### config.mk
export PLATFORM = sky130hd
export DESIGN_NAME = tmcc_timer_ctrl
export DESIGN_NICKNAME = d
export VERILOG_FILES = /design/src/shared/tmcc_pkg.sv /design/src/rtl/tmcc_capture_filter.sv /design/src/rtl/tmcc_timer_ctrl.sv
export SDC_FILE = /design/constraint.sdc
export NUM_CORES = 1
export LEC_CHECK = 0
export ABC_CLOCK_PERIOD_IN_PS = 2800
export BUFFER_PORTS_ARGS = -buffer_cell sky130_fd_sc_hd__buf_2
export CORE_MARGIN = 2
export CORE_UTILIZATION = 46
export CTS_BUF_LIST = sky130_fd_sc_hd__clkbuf_2
export DETAILED_ROUTE_END_ITERATION = 10
export GPL_TIMING_DRIVEN = 0
export PLACE_DENSITY = 0.67
export SLEW_MARGIN = 20
export SYNTH_ARGS = -nofsm -noshare
export SYNTH_HDL_FRONTEND = slang
export SYNTH_SLANG_ARGS = --single-unit
### constraint.sdc
create_clock -name clock -period 2.8 [get_ports clock]
set_input_delay 0.28 -clock clock [delete_from_list [all_inputs] [get_ports clock]]
set_output_delay 0.28 -clock clock [all_outputs]
set_load 0.01 [all_outputs]
### src/shared/tmcc_pkg.sv
// Package for the 16-bit timer mode, clock select and capture control block.
// Assumes a single 100 MHz clock and a byte-wide register port.
package tmcc_pkg;

	// Register offsets
	localparam logic [7:0] TMCC_ADDR_CTRL_A  = 8'h90;
	localparam logic [7:0] TMCC_ADDR_CTRL_B  = 8'h91;
	localparam logic [7:0] TMCC_ADDR_CNT_L   = 8'h94;
	localparam logic [7:0] TMCC_ADDR_CNT_H   = 8'h95;
	localparam logic [7:0] TMCC_ADDR_CAP_L   = 8'h96;
	localparam logic [7:0] TMCC_ADDR_CAP_H   = 8'h97;
	localparam logic [7:0] TMCC_ADDR_CMPA_L  = 8'h98;
	localparam logic [7:0] TMCC_ADDR_CMPA_H  = 8'h99;
	localparam logic [7:0] TMCC_ADDR_STATUS  = 8'ha0;
	localparam logic [7:0] TMCC_ADDR_MASK    = 8'ha1;

	// Reset values
	localparam logic [7:0]  TMCC_RST_BYTE    = 8'h00;
	localparam logic [15:0] TMCC_RST_WORD    = 16'h0000;

	// Field positions in control register B
	localparam int TMCC_B_FILTER   = 7;
	localparam int TMCC_B_EDGE     = 6;
	localparam int TMCC_B_WM3      = 4;
	localparam int TMCC_B_WM2      = 3;
	// Status and mask bit positions
	localparam int TMCC_ST_OVF     = 0;
	localparam int TMCC_ST_CAP     = 5;
	localparam logic [7:0] TMCC_ST_IMPL = 8'h21;

	// Fixed TOP values
	localparam logic [15:0] TMCC_TOP_MAX  = 16'hffff;
	localparam logic [15:0] TMCC_TOP_8    = 16'h00ff;
	localparam logic [15:0] TMCC_TOP_9    = 16'h01ff;
	localparam logic [15:0] TMCC_TOP_10   = 16'h03ff;
	localparam logic [15:0] TMCC_BOTTOM   = 16'h0000;

	// Prescaler taps
	localparam int TMCC_DIV_8     = 8;
	localparam int TMCC_DIV_64    = 64;
	localparam int TMCC_DIV_256   = 256;
	localparam int TMCC_DIV_1024  = 1024;
	localparam int TMCC_PRE_W     = 10;
	localparam int TMCC_FILT_LEN  = 4;

	// Clock select codes
	localparam logic [2:0] TMCC_CS_STOP  = 3'h0;
	localparam logic [2:0] TMCC_CS_DIV1  = 3'h1;
	localparam logic [2:0] TMCC_CS_DIV8  = 3'h2;
	localparam logic [2:0] TMCC_CS_DIV64 = 3'h3;
	localparam logic [2:0] TMCC_CS_DIV256 = 3'h4;
	localparam logic [2:0] TMCC_CS_DIV1024 = 3'h5;
	localparam logic [2:0] TMCC_CS_EXT_FALL = 3'h6;
	localparam logic [2:0] TMCC_CS_EXT_RISE = 3'h7;

	// Decoded behaviour of one wave mode
	typedef enum logic [1:0] {
		TMCC_TOP_FIXED,
		TMCC_TOP_CMPA,
		TMCC_TOP_CAP
	} tmcc_top_src_type;

	typedef enum logic [2:0] {
		TMCC_WF_NORMAL,
		TMCC_WF_CTC,
		TMCC_WF_FAST,
		TMCC_WF_PHASE,
		TMCC_WF_PFC,
		TMCC_WF_RSVD
	} tmcc_wave_type;

	typedef struct packed {
		tmcc_wave_type    wave;
		tmcc_top_src_type top_src;
		logic [15:0]      top_fixed;
	} tmcc_mode_type;

	// Register port request
	typedef struct packed {
		logic [7:0] addr;
		logic [7:0] wdata;
		logic       wr;
		logic       rd;
	} tmcc_bus_req_type;

endpackage

### src/rtl/tmcc_capture_filter.sv
// Capture pin noise filter with a run-length of equal samples.
// Assumes the pin is already synchronous to clock.
`timescale 1ns/1ps
`default_nettype none
module tmcc_capture_filter
	import tmcc_pkg::*;
#(
	parameter int LEN = TMCC_FILT_LEN
) (
	input  wire logic clock,
	input  wire logic nrst,
	input  wire logic enable,
	input  wire logic pin_in,
	output var  logic level_out
);
	logic [LEN-2:0] hist_q;
	logic           filt_q;
	// Past samples plus the live pin, so the run adds no extra register
	wire  logic [LEN-1:0] run = {hist_q, pin_in};
	wire  logic     all_one  = &run;
	wire  logic     all_zero = ~|run;

	// Shift history; output moves only on a full run
	always_ff @(posedge clock or negedge nrst) begin
		if (!nrst) begin
			hist_q <= '0;
			filt_q <= 1'b0;
		end else begin
			hist_q <= run[LEN-2:0];
			if (all_one)
				filt_q <= 1'b1;
			else if (all_zero)
				filt_q <= 1'b0;
		end
	end

	// Bypass gives the raw pin, so no filter delay
	assign level_out = enable ? filt_q : pin_in;
endmodule
`default_nettype wire

### src/rtl/tmcc_timer_ctrl.sv
// Summary of operation
// - Wave mode is two low bits of ctrl A and bits 4 and 3 of ctrl B.
// - Normal, clear-on-compare, fast, phase correct and phase-frequency modes.
// - TOP per mode: fixed 8/9/10/16 bit, compare A or capture value.
// - Filter changes only after four equal successive capture samples.
// - Edge select zero captures falling edges, one captures rising edges.
// - Capture copies the counter and sets the capture flag.
// - Capture pin ignored while capture value is TOP.
// - Clock select 0 stops, 1 undivided, 2..4 divide by 8, 64, 256.
// - Clock select 5 divides by 1024; 6 and 7 use external pin edges.
//
// Timer control: mode decode, prescaler, counter, capture and interrupts.
// Assumes a byte register port and pins synchronous to clock.
`timescale 1ns/1ps
`default_nettype none
module tmcc_timer_ctrl
	import tmcc_pkg::*;
#(
	parameter int WIDTH = 16
) (
	input  wire logic             clock,
	input  wire logic             nrst,
	input  wire logic [7:0]       reg_addr,
	input  wire logic [7:0]       reg_wdata,
	input  wire logic             reg_wr,
	input  wire logic             reg_rd,
	output var  logic [7:0]       reg_rdata,
	input  wire logic             capture_pin,
	input  wire logic             ext_clock_pin,
	output var  logic [WIDTH-1:0] count_value,
	output var  logic [WIDTH-1:0] compare_active,
	output var  logic             irq
);
	tmcc_bus_req_type bus;
	assign bus = '{addr: reg_addr, wdata: reg_wdata, wr: reg_wr, rd: reg_rd};

	// Software registers
	logic [7:0]       ctrl_a_q;
	logic [7:0]       ctrl_b_q;
	logic [7:0]       status_q;
	logic [7:0]       mask_q;
	logic [WIDTH-1:0] cnt_q;
	logic [WIDTH-1:0] cap_q;
	logic [WIDTH-1:0] cmpa_buf_q;
	logic [WIDTH-1:0] cmpa_q;
	logic             dir_down_q;
	logic [7:0]       rdata_q;
	logic [TMCC_PRE_W-1:0] pre_q;
	logic             ext_q;
	logic             capf_q;

	// Field decode
	wire logic [3:0] wave_mode = {ctrl_b_q[TMCC_B_WM3], ctrl_b_q[TMCC_B_WM2],
		ctrl_a_q[1:0]};
	wire logic [2:0] clock_source_sel = ctrl_b_q[2:0];
	wire logic       capture_filter_en = ctrl_b_q[TMCC_B_FILTER];
	wire logic       capture_edge_sel  = ctrl_b_q[TMCC_B_EDGE];

	// Mode table as a function, one entry per code
	function automatic tmcc_mode_type mode_decode(input logic [3:0] m);
		tmcc_mode_type r;
		r = '{wave: TMCC_WF_NORMAL, top_src: TMCC_TOP_FIXED,
			top_fixed: TMCC_TOP_MAX};
		case (m)
			4'h0: r.wave = TMCC_WF_NORMAL;
			4'h1: r = '{TMCC_WF_PHASE, TMCC_TOP_FIXED, TMCC_TOP_8};
			4'h2: r = '{TMCC_WF_PHASE, TMCC_TOP_FIXED, TMCC_TOP_9};
			4'h3: r = '{TMCC_WF_PHASE, TMCC_TOP_FIXED, TMCC_TOP_10};
			4'h4: r = '{TMCC_WF_CTC, TMCC_TOP_CMPA, TMCC_TOP_MAX};
			4'h5: r = '{TMCC_WF_FAST, TMCC_TOP_FIXED, TMCC_TOP_8};
			4'h6: r = '{TMCC_WF_FAST, TMCC_TOP_FIXED, TMCC_TOP_9};
			4'h7: r = '{TMCC_WF_FAST, TMCC_TOP_FIXED, TMCC_TOP_10};
			4'h8: r = '{TMCC_WF_PFC, TMCC_TOP_CAP, TMCC_TOP_MAX};
			4'h9: r = '{TMCC_WF_PFC, TMCC_TOP_CMPA, TMCC_TOP_MAX};
			4'ha: r = '{TMCC_WF_PHASE, TMCC_TOP_CAP, TMCC_TOP_MAX};
			4'hb: r = '{TMCC_WF_PHASE, TMCC_TOP_CMPA, TMCC_TOP_MAX};
			4'hc: r = '{TMCC_WF_CTC, TMCC_TOP_CAP, TMCC_TOP_MAX};
			4'hd: r.wave = TMCC_WF_RSVD;
			4'he: r = '{TMCC_WF_FAST, TMCC_TOP_CAP, TMCC_TOP_MAX};
			4'hf: r = '{TMCC_WF_FAST, TMCC_TOP_CMPA, TMCC_TOP_MAX};
			default: r.wave = TMCC_WF_RSVD;
		endcase
		return r;
	endfunction

	tmcc_mode_type mode;
	assign mode = mode_decode(wave_mode);

	wire logic [WIDTH-1:0] top_value =
		(mode.top_src == TMCC_TOP_CMPA) ? cmpa_q :
		(mode.top_src == TMCC_TOP_CAP)  ? cap_q  :
		mode.top_fixed[WIDTH-1:0];

	wire logic immediate_mode = (mode.wave == TMCC_WF_NORMAL) ||
		(mode.wave == TMCC_WF_CTC) || (mode.wave == TMCC_WF_RSVD);
	wire logic updown_mode = (mode.wave == TMCC_WF_PHASE) ||
		(mode.wave == TMCC_WF_PFC);
	wire logic capture_disc = (mode.top_src == TMCC_TOP_CAP);

	// Free-running prescaler; taps give one-cycle enables
	wire logic tap8    = (pre_q[2:0] == 3'h7);
	wire logic tap64   = (pre_q[5:0] == 6'h3f);
	wire logic tap256  = (pre_q[7:0] == 8'hff);
	wire logic tap1024 = (pre_q[9:0] == 10'h3ff);
	wire logic ext_rise = ext_clock_pin & ~ext_q;
	wire logic ext_fall = ~ext_clock_pin & ext_q;

	logic tick;
	// Clock select decode
	always_comb begin
		case (clock_source_sel)
			TMCC_CS_STOP:     tick = 1'b0;
			TMCC_CS_DIV1:     tick = 1'b1;
			TMCC_CS_DIV8:     tick = tap8;
			TMCC_CS_DIV64:    tick = tap64;
			TMCC_CS_DIV256:   tick = tap256;
			TMCC_CS_DIV1024:  tick = tap1024;
			TMCC_CS_EXT_FALL: tick = ext_fall;
			TMCC_CS_EXT_RISE: tick = ext_rise;
			default:          tick = 1'b0;
		endcase
	end

	// Counter sequencing
	wire logic at_top    = (cnt_q == top_value);
	wire logic at_bottom = (cnt_q == TMCC_BOTTOM[WIDTH-1:0]);
	wire logic at_max    = (cnt_q == TMCC_TOP_MAX[WIDTH-1:0]);
	logic [WIDTH-1:0] cnt_next;
	logic             dir_next;
	always_comb begin
		cnt_next = cnt_q + 1'b1;
		dir_next = dir_down_q;
		if (updown_mode) begin
			if (!dir_down_q && at_top) begin
				dir_next = 1'b1;
				cnt_next = cnt_q - 1'b1;
			end else if (dir_down_q && at_bottom) begin
				dir_next = 1'b0;
			end else if (dir_down_q) begin
				cnt_next = cnt_q - 1'b1;
			end
		end else if (mode.wave != TMCC_WF_NORMAL && at_top) begin
			cnt_next = TMCC_BOTTOM[WIDTH-1:0];
		end
	end

	// Overflow point per family
	wire logic ovf_event = tick && (immediate_mode ? at_max :
		(mode.wave == TMCC_WF_FAST) ? at_top :
		(at_bottom && dir_down_q));
	// Compare buffer load point per family
	wire logic cmp_load = immediate_mode ? 1'b1 :
		(mode.wave == TMCC_WF_PHASE) ? (tick && at_top) :
		(tick && at_bottom);

	// Capture path
	logic cap_level;
	tmcc_capture_filter #(
		.LEN(TMCC_FILT_LEN)
	) u_filter (
		.clock    (clock),
		.nrst     (nrst),
		.enable   (capture_filter_en),
		.pin_in   (capture_pin),
		.level_out(cap_level)
	);
	wire logic cap_edge = capture_edge_sel ? (cap_level & ~capf_q) :
		(~cap_level & capf_q);
	wire logic cap_event = cap_edge && !capture_disc;
	// With capture value as TOP the flag marks reaching TOP instead
	wire logic capf_event = cap_event || (capture_disc && tick && at_top);

	// Register writes decoded
	wire logic wr_a    = bus.wr && (bus.addr == TMCC_ADDR_CTRL_A);
	wire logic wr_b    = bus.wr && (bus.addr == TMCC_ADDR_CTRL_B);
	wire logic wr_cl   = bus.wr && (bus.addr == TMCC_ADDR_CNT_L);
	wire logic wr_ch   = bus.wr && (bus.addr == TMCC_ADDR_CNT_H);
	wire logic wr_pl   = bus.wr && (bus.addr == TMCC_ADDR_CAP_L);
	wire logic wr_ph   = bus.wr && (bus.addr == TMCC_ADDR_CAP_H);
	wire logic wr_ml   = bus.wr && (bus.addr == TMCC_ADDR_CMPA_L);
	wire logic wr_mh   = bus.wr && (bus.addr == TMCC_ADDR_CMPA_H);
	wire logic wr_st   = bus.wr && (bus.addr == TMCC_ADDR_STATUS);
	wire logic wr_mask = bus.wr && (bus.addr == TMCC_ADDR_MASK);

	// Events set, write-one clears; set wins
	logic [7:0] ev_set;
	always_comb begin
		ev_set = TMCC_RST_BYTE;
		ev_set[TMCC_ST_OVF] = ovf_event;
		ev_set[TMCC_ST_CAP] = capf_event;
	end
	wire logic [7:0] status_d = ((status_q & ~(wr_st ? bus.wdata :
		TMCC_RST_BYTE)) | ev_set) & TMCC_ST_IMPL;

	// Control and status registers
	always_ff @(posedge clock or negedge nrst) begin
		if (!nrst) begin
			ctrl_a_q <= TMCC_RST_BYTE;
			ctrl_b_q <= TMCC_RST_BYTE;
			status_q <= TMCC_RST_BYTE;
			mask_q   <= TMCC_RST_BYTE;
		end else begin
			if (wr_a)
				ctrl_a_q <= bus.wdata;
			if (wr_b)
				ctrl_b_q <= bus.wdata & 8'hdf; // Bit 5 reserved
			if (wr_mask)
				mask_q <= bus.wdata & TMCC_ST_IMPL;
			status_q <= status_d;
		end
	end

	// Counter, direction, prescaler and edge history
	always_ff @(posedge clock or negedge nrst) begin
		if (!nrst) begin
			cnt_q      <= TMCC_RST_WORD;
			dir_down_q <= 1'b0;
			pre_q      <= '0;
			ext_q      <= 1'b0;
			capf_q     <= 1'b0;
		end else begin
			pre_q  <= pre_q + 1'b1;
			ext_q  <= ext_clock_pin;
			capf_q <= cap_level;
			if (wr_cl)
				cnt_q[7:0] <= bus.wdata;
			else if (wr_ch)
				cnt_q[15:8] <= bus.wdata;
			else if (tick) begin
				cnt_q      <= cnt_next;
				dir_down_q <= dir_next;
			end
		end
	end

	// Capture and compare registers
	always_ff @(posedge clock or negedge nrst) begin
		if (!nrst) begin
			cap_q      <= TMCC_RST_WORD;
			cmpa_buf_q <= TMCC_RST_WORD;
			cmpa_q     <= TMCC_RST_WORD;
		end else begin
			if (cap_event)
				cap_q <= cnt_q;
			else if (wr_pl)
				cap_q[7:0] <= bus.wdata;
			else if (wr_ph)
				cap_q[15:8] <= bus.wdata;
			if (wr_ml)
				cmpa_buf_q[7:0] <= bus.wdata;
			if (wr_mh)
				cmpa_buf_q[15:8] <= bus.wdata;
			if (cmp_load)
				cmpa_q <= cmpa_buf_q;
		end
	end

	// Read mux; unmapped addresses read zero
	logic [7:0] rd_mux;
	always_comb begin
		case (bus.addr)
			TMCC_ADDR_CTRL_A: rd_mux = ctrl_a_q;
			TMCC_ADDR_CTRL_B: rd_mux = ctrl_b_q;
			TMCC_ADDR_CNT_L:  rd_mux = cnt_q[7:0];
			TMCC_ADDR_CNT_H:  rd_mux = cnt_q[15:8];
			TMCC_ADDR_CAP_L:  rd_mux = cap_q[7:0];
			TMCC_ADDR_CAP_H:  rd_mux = cap_q[15:8];
			TMCC_ADDR_CMPA_L: rd_mux = cmpa_buf_q[7:0];
			TMCC_ADDR_CMPA_H: rd_mux = cmpa_buf_q[15:8];
			TMCC_ADDR_STATUS: rd_mux = status_q;
			TMCC_ADDR_MASK:   rd_mux = mask_q;
			default:          rd_mux = TMCC_RST_BYTE;
		endcase
	end

	// Read data stands only in the cycle after the strobe
	always_ff @(posedge clock or negedge nrst) begin
		if (!nrst)
			rdata_q <= TMCC_RST_BYTE;
		else
			rdata_q <= bus.rd ? rd_mux : TMCC_RST_BYTE;
	end

	assign reg_rdata      = rdata_q;
	assign count_value    = cnt_q;
	assign compare_active = cmpa_q;
	assign irq            = |(status_q & mask_q);
endmodule
`default_nettype wire

==> flow_metrics.py <==
metrics = {
    "floorplanning": {
        "core_area_um2": 13990,
        "dieWidth_um": 124.3,
        "initial_core_util_pct": 47.61,
        "io_pins": 63,
        "die_h_um": 124.3,
        "dieArea_um2": 15460,
        "num_rows": 43,
    },
    "final_layout": {
        "area_delta_synth_final_pct": 21.90,
        "final_area_um2": 8119,
        "drive_above_1_share_pct": 29.98,
        "num-fill-cells": 1252,
        "final_nets": 845,
    },
    "global_routing": {
        "grt_overflow_total": 0,
        "track_usage_pct": 30.12,
        "grt_pass1_vias": 6389,
        "grt_start_max_net_pins": 62,
        "grt_pass1_wl_um": 36470,
        "grt_antenna_before_repair": 1,
    },
    "routing": {
        "final_antenna_net_count": 0,
        "drt_first_iter_violations": 775,
        "via_per_inst": 6.495,
        "drt_wl_total_um": 23340,
        "drc_errors": 0,
        "wire_per_inst_um": 23.22,
        "vias": 6527,
        "drtPass1Iterations": 5,
    },
    "critical_path": {
        "critPathSlowestCell": "dfrtp_1",
        "crit_chain": "clkbuf_2 -> inv_1 -> o221ai_1 -> o31ai_1 -> nand4_1 -> nor4_4 -> buf_4 -> a31oi_4 -> buf_6 -> nor2_4 -> buf_4 -> buf_6 -> mux2i_2 -> nand4_1 -> o311ai_1",
        "critical-path-top-delay-family": "buffers and inverters",
        "max_stage_delay_ns": 0.51,
        "crit_path_end_kind": "register",
        "cp_num_buf_inv": 6,
        "regToRegSetupSlack_ns": -0.47,
        "critPathKind": "register to register",
        "required_ns": 3.37,
        "cp_max_fo": 10,
        "arrival_ns": 3.84,
        "critPathLaunchType": "register",
    },
    "synth": {
        "async_flop_share_pct": 100.0,
        "ys_seq_area_share_pct": 40.58,
        "syn_area_um2": 6660,
        "synthesis.nets": 730,
        "ys.flop_type": "dfrtp_1",
        "syn_avg_cell_area_um2": 9.460,
        "synth-seq-cells": 108,
        "yosys_warnings": 0,
        "synthCells": 704,
        "synth_edf_count": 0,
        "yosysUniqueCellTypes": 77,
    },
    "pwr": {
        "p_leak_nw": 3.541,
        "irDropWorstVdd_v": 0.0002487,
        "power_mw": 3.722,
        "power_density_nw_per_um2": 458.4,
    },
    "run": {
        "cap_violations": 0,
    },
    "sta": {
        "slew_headroom_pct": 44.36,
        "worst_slew_pin_slew_ns": 0.8316,
        "grt_setup_unrepaired": "true",
        "fin_ws_ns": -0.4739,
        "fin_crit_sh_pct": 116.9,
        "period_needed_ns": 3.274,
        "clock_skew_ns": 0.04275,
        "holdWs_ns": 0.06700,
        "fmaxAchievable_mhz": 305.5,
        "slew_violations": 0,
        "setup-tns-final_ns": -12.44,
        "setup_viol": 31,
        "hold_viol": 0,
    },
    "place": {
        "dpl_cell_area_um2": 7244,
        "io_buffers": 59,
        "place_congestion": 0.8986,
        "dp_hpwl_um": 15980,
        "dp_slack_ns": -0.8129,
    },
    "clock_network": {
        "clockBufferDepth": 2,
        "htreeDepth": 3,
        "cts_tree": "built",
        "cts_sinks": 108,
        "worstSkewPairLatency_ns": 0.66,
        "clkTransAtPathRegs_ns": 0.32,
        "cts_buffers": 9,
        "root_buffer": "clkbuf_2",
    },
    "status": {
        "failed_checks": "setup timing",
        "outcome": "finished, violations left",
    },
    "min_path": {
        "min_path_type": "input pin to register",
    },
}
-- path summary, 6_finish.rpt --
kind / from / end / cells past startpoint
worst max-delay path: count_value[7]$_DFFE_PN0P_ / count_value[15]$_DFFE_PN0P_ / 15
worst min-delay path: reg_wdata[2] / count_value[2]$_DFFE_PN0P_ / 3
worst max register to register: count_value[7]$_DFFE_PN0P_ / count_value[15]$_DFFE_PN0P_ / 15
worst min register to register: u_filter.hist_q[1]$_DFF_PN0_ / u_filter.hist_q[2]$_DFF_PN0_ / 0
max in group asynchronous: nrst / cmpa_buf_q[5]$_DFFE_PN0P_ / 3
min in group asynchronous: nrst / compare_active[13]$_DFFE_PN0P_ / 2
-- area by class of cell --
type / count / area (um2) / area share [%]
diodes: 1 / 2.502 / 0.03082
plain buffers: 41 / 239.0 / 2.943
clock buffers: 10 / 50.05 / 0.6164
clock inverters: 6 / 47.55 / 0.5856
inverters: 24 / 90.09 / 1.110
multi-input cells: 526 / 3941 / 48.54
flip-flops and latches: 108 / 2708 / 33.35
well taps: 180 / 225.2 / 2.774
repair buffers: 109 / 815.8 / 10.05
-- sequential cells by signal, summed over array words and instances (netlist names), 3 cells and up --
| signal | count |
|---|---|
| count_value | 16 |
| cmpa_buf_q | 16 |
| pre_q | 10 |
| reg_rdata | 8 |
| ctrl_a_q | 8 |
| compare_active | 16 |
| ctrl_b_q | 7 |
| u_filter.hist_q | 3 |
| cap_q | 16 |
-- placed cells by master (no fill, tap or decap), drive strengths merged, types with 7 or more instances in the layout --
cell | synthesis | final
or3 | 7 | 7
nand2b | 16 | 16
o31ai | 7 | 7
mux2 | 48 | 48
nand2 | 41 | 41
dfrtp | 108 | 108
nor3 | 26 | 26
a22oi | 11 | 11
o21ai | 31 | 31
nand4 | 9 | 9
nor2 | 53 | 53
and3 | 11 | 11
inv | 24 | 27
clkbuf | 30 | 37
buf | 16 | 115
a21oi | 56 | 56
nor2b | 7 | 7
a221oi | 9 | 9
nand3 | 24 | 24
xor2 | 8 | 8
xnor2 | 10 | 10
a31oi | 17 | 17
mux2i | 32 | 32
dlygate4sd3 | 0 | 8
nor4 | 8 | 8
-- power by group --
group | leakage [nW] | switching [mW] | internal, mW
clock network | 0.0638 | 0.577 | 0.134
logic | 2.08 | 0.674 | 0.466
registers | 1.40 | 0.180 | 1.69
total | 3.54 | 1.43 | 2.29
-- Yosys cell counts, drive strengths merged (3+ instances only) --
cell type / n / area [um2]
a21o: 4 / 30.03
buf: 16 / 103.9
nor4: 8 / 80.08
inv: 24 / 90.08
nand2: 41 / 156.4
a221oi: 9 / 78.83
or4b: 4 / 43.79
o21a: 4 / 30.03
a211o: 5 / 43.79
nand4: 9 / 56.30
a21oi: 56 / 280.3
and3: 11 / 68.82
mux2i: 32 / 324.1
a22oi: 11 / 82.58
o21bai: 3 / 22.52
o311ai: 5 / 43.79
o31a: 6 / 52.55
o21ai: 31 / 155.1
a31oi: 17 / 112.6
and2: 4 / 25.02
nor3b: 5 / 37.54
or3b: 4 / 35.04
a211oi: 4 / 40.03
nand3: 24 / 120.1
nor3: 26 / 130.1
clkbuf: 30 / 113.9
mux2: 48 / 540.5
o221ai: 6 / 52.55
a2111oi: 3 / 32.53
o211ai: 3 / 36.28
o31ai: 7 / 52.55
xor2: 8 / 70.07
ha: 4 / 50.05
a222oi: 6 / 60.06
o22ai: 5 / 31.28
nor2: 53 / 206.5
nor2b: 7 / 46.30
nand2b: 16 / 107.6
dfrtp: 108 / 2703
xnor2: 10 / 87.58
or3: 7 / 43.79
-- cells by family (layout without fill, tap and decap cells) --
group / count (synthesis) / after routing / share of synthesized area (%)
AO/OA/AOI/OAI: 199 / 199 / 20.55
XOR/XNOR: 18 / 18 / 2.367
adder cells (fa/ha/maj): 4 / 4 / 0.7515
buffers and inverters: 70 / 190 / 4.621
flip-flops: 108 / 108 / 40.58
multiplexers: 80 / 80 / 12.98
other: 0 / 1 / 0
AND/OR/NAND/NOR: 225 / 225 / 18.15
-- what timing repair did --
item,4_1_cts,5_1_grt
setup endpoints to repair,34,35
hold endpoints to repair,117,0
cloned,4,0
resized for setup,78,34
hold buffers,8,0
setup buffers,30,7
pin swaps,19,9
-- per-layer routing --
metal	vias to the layer above	GRT usage (%)	part of all wire (%)
met5	-	0	0
met4	0	13.62	4.0
met3	69	7.990	11
met2	423	43.33	43
met1	3161	42.56	42
li1	2874	-	-
-- through the flow --
step | util (%) | instances
after detailed placement | 51.79 | 944
after global placement | 51.50 | 943
after floorplan | - | 704
after global routing | 58.04 | 1005
after CTS | 56.95 | 997
final | 58.04 | 1005
-- worst register-to-register path, stage by stage, from the launching register on --
cell      delay (ns)
dfrtp_1         0.51
clkbuf_2        0.28
inv_1           0.17
o221ai_1        0.12
o31ai_1         0.26
nand4_1         0.22
nor4_4          0.35
buf_4           0.19
a31oi_4         0.09
buf_6           0.15
nor2_4          0.17
buf_4           0.15
buf_6           0.09
mux2i_2         0.22
nand4_1         0.11
o311ai_1        0.11
No activity file was read; power rests on OpenSTA's default activity.
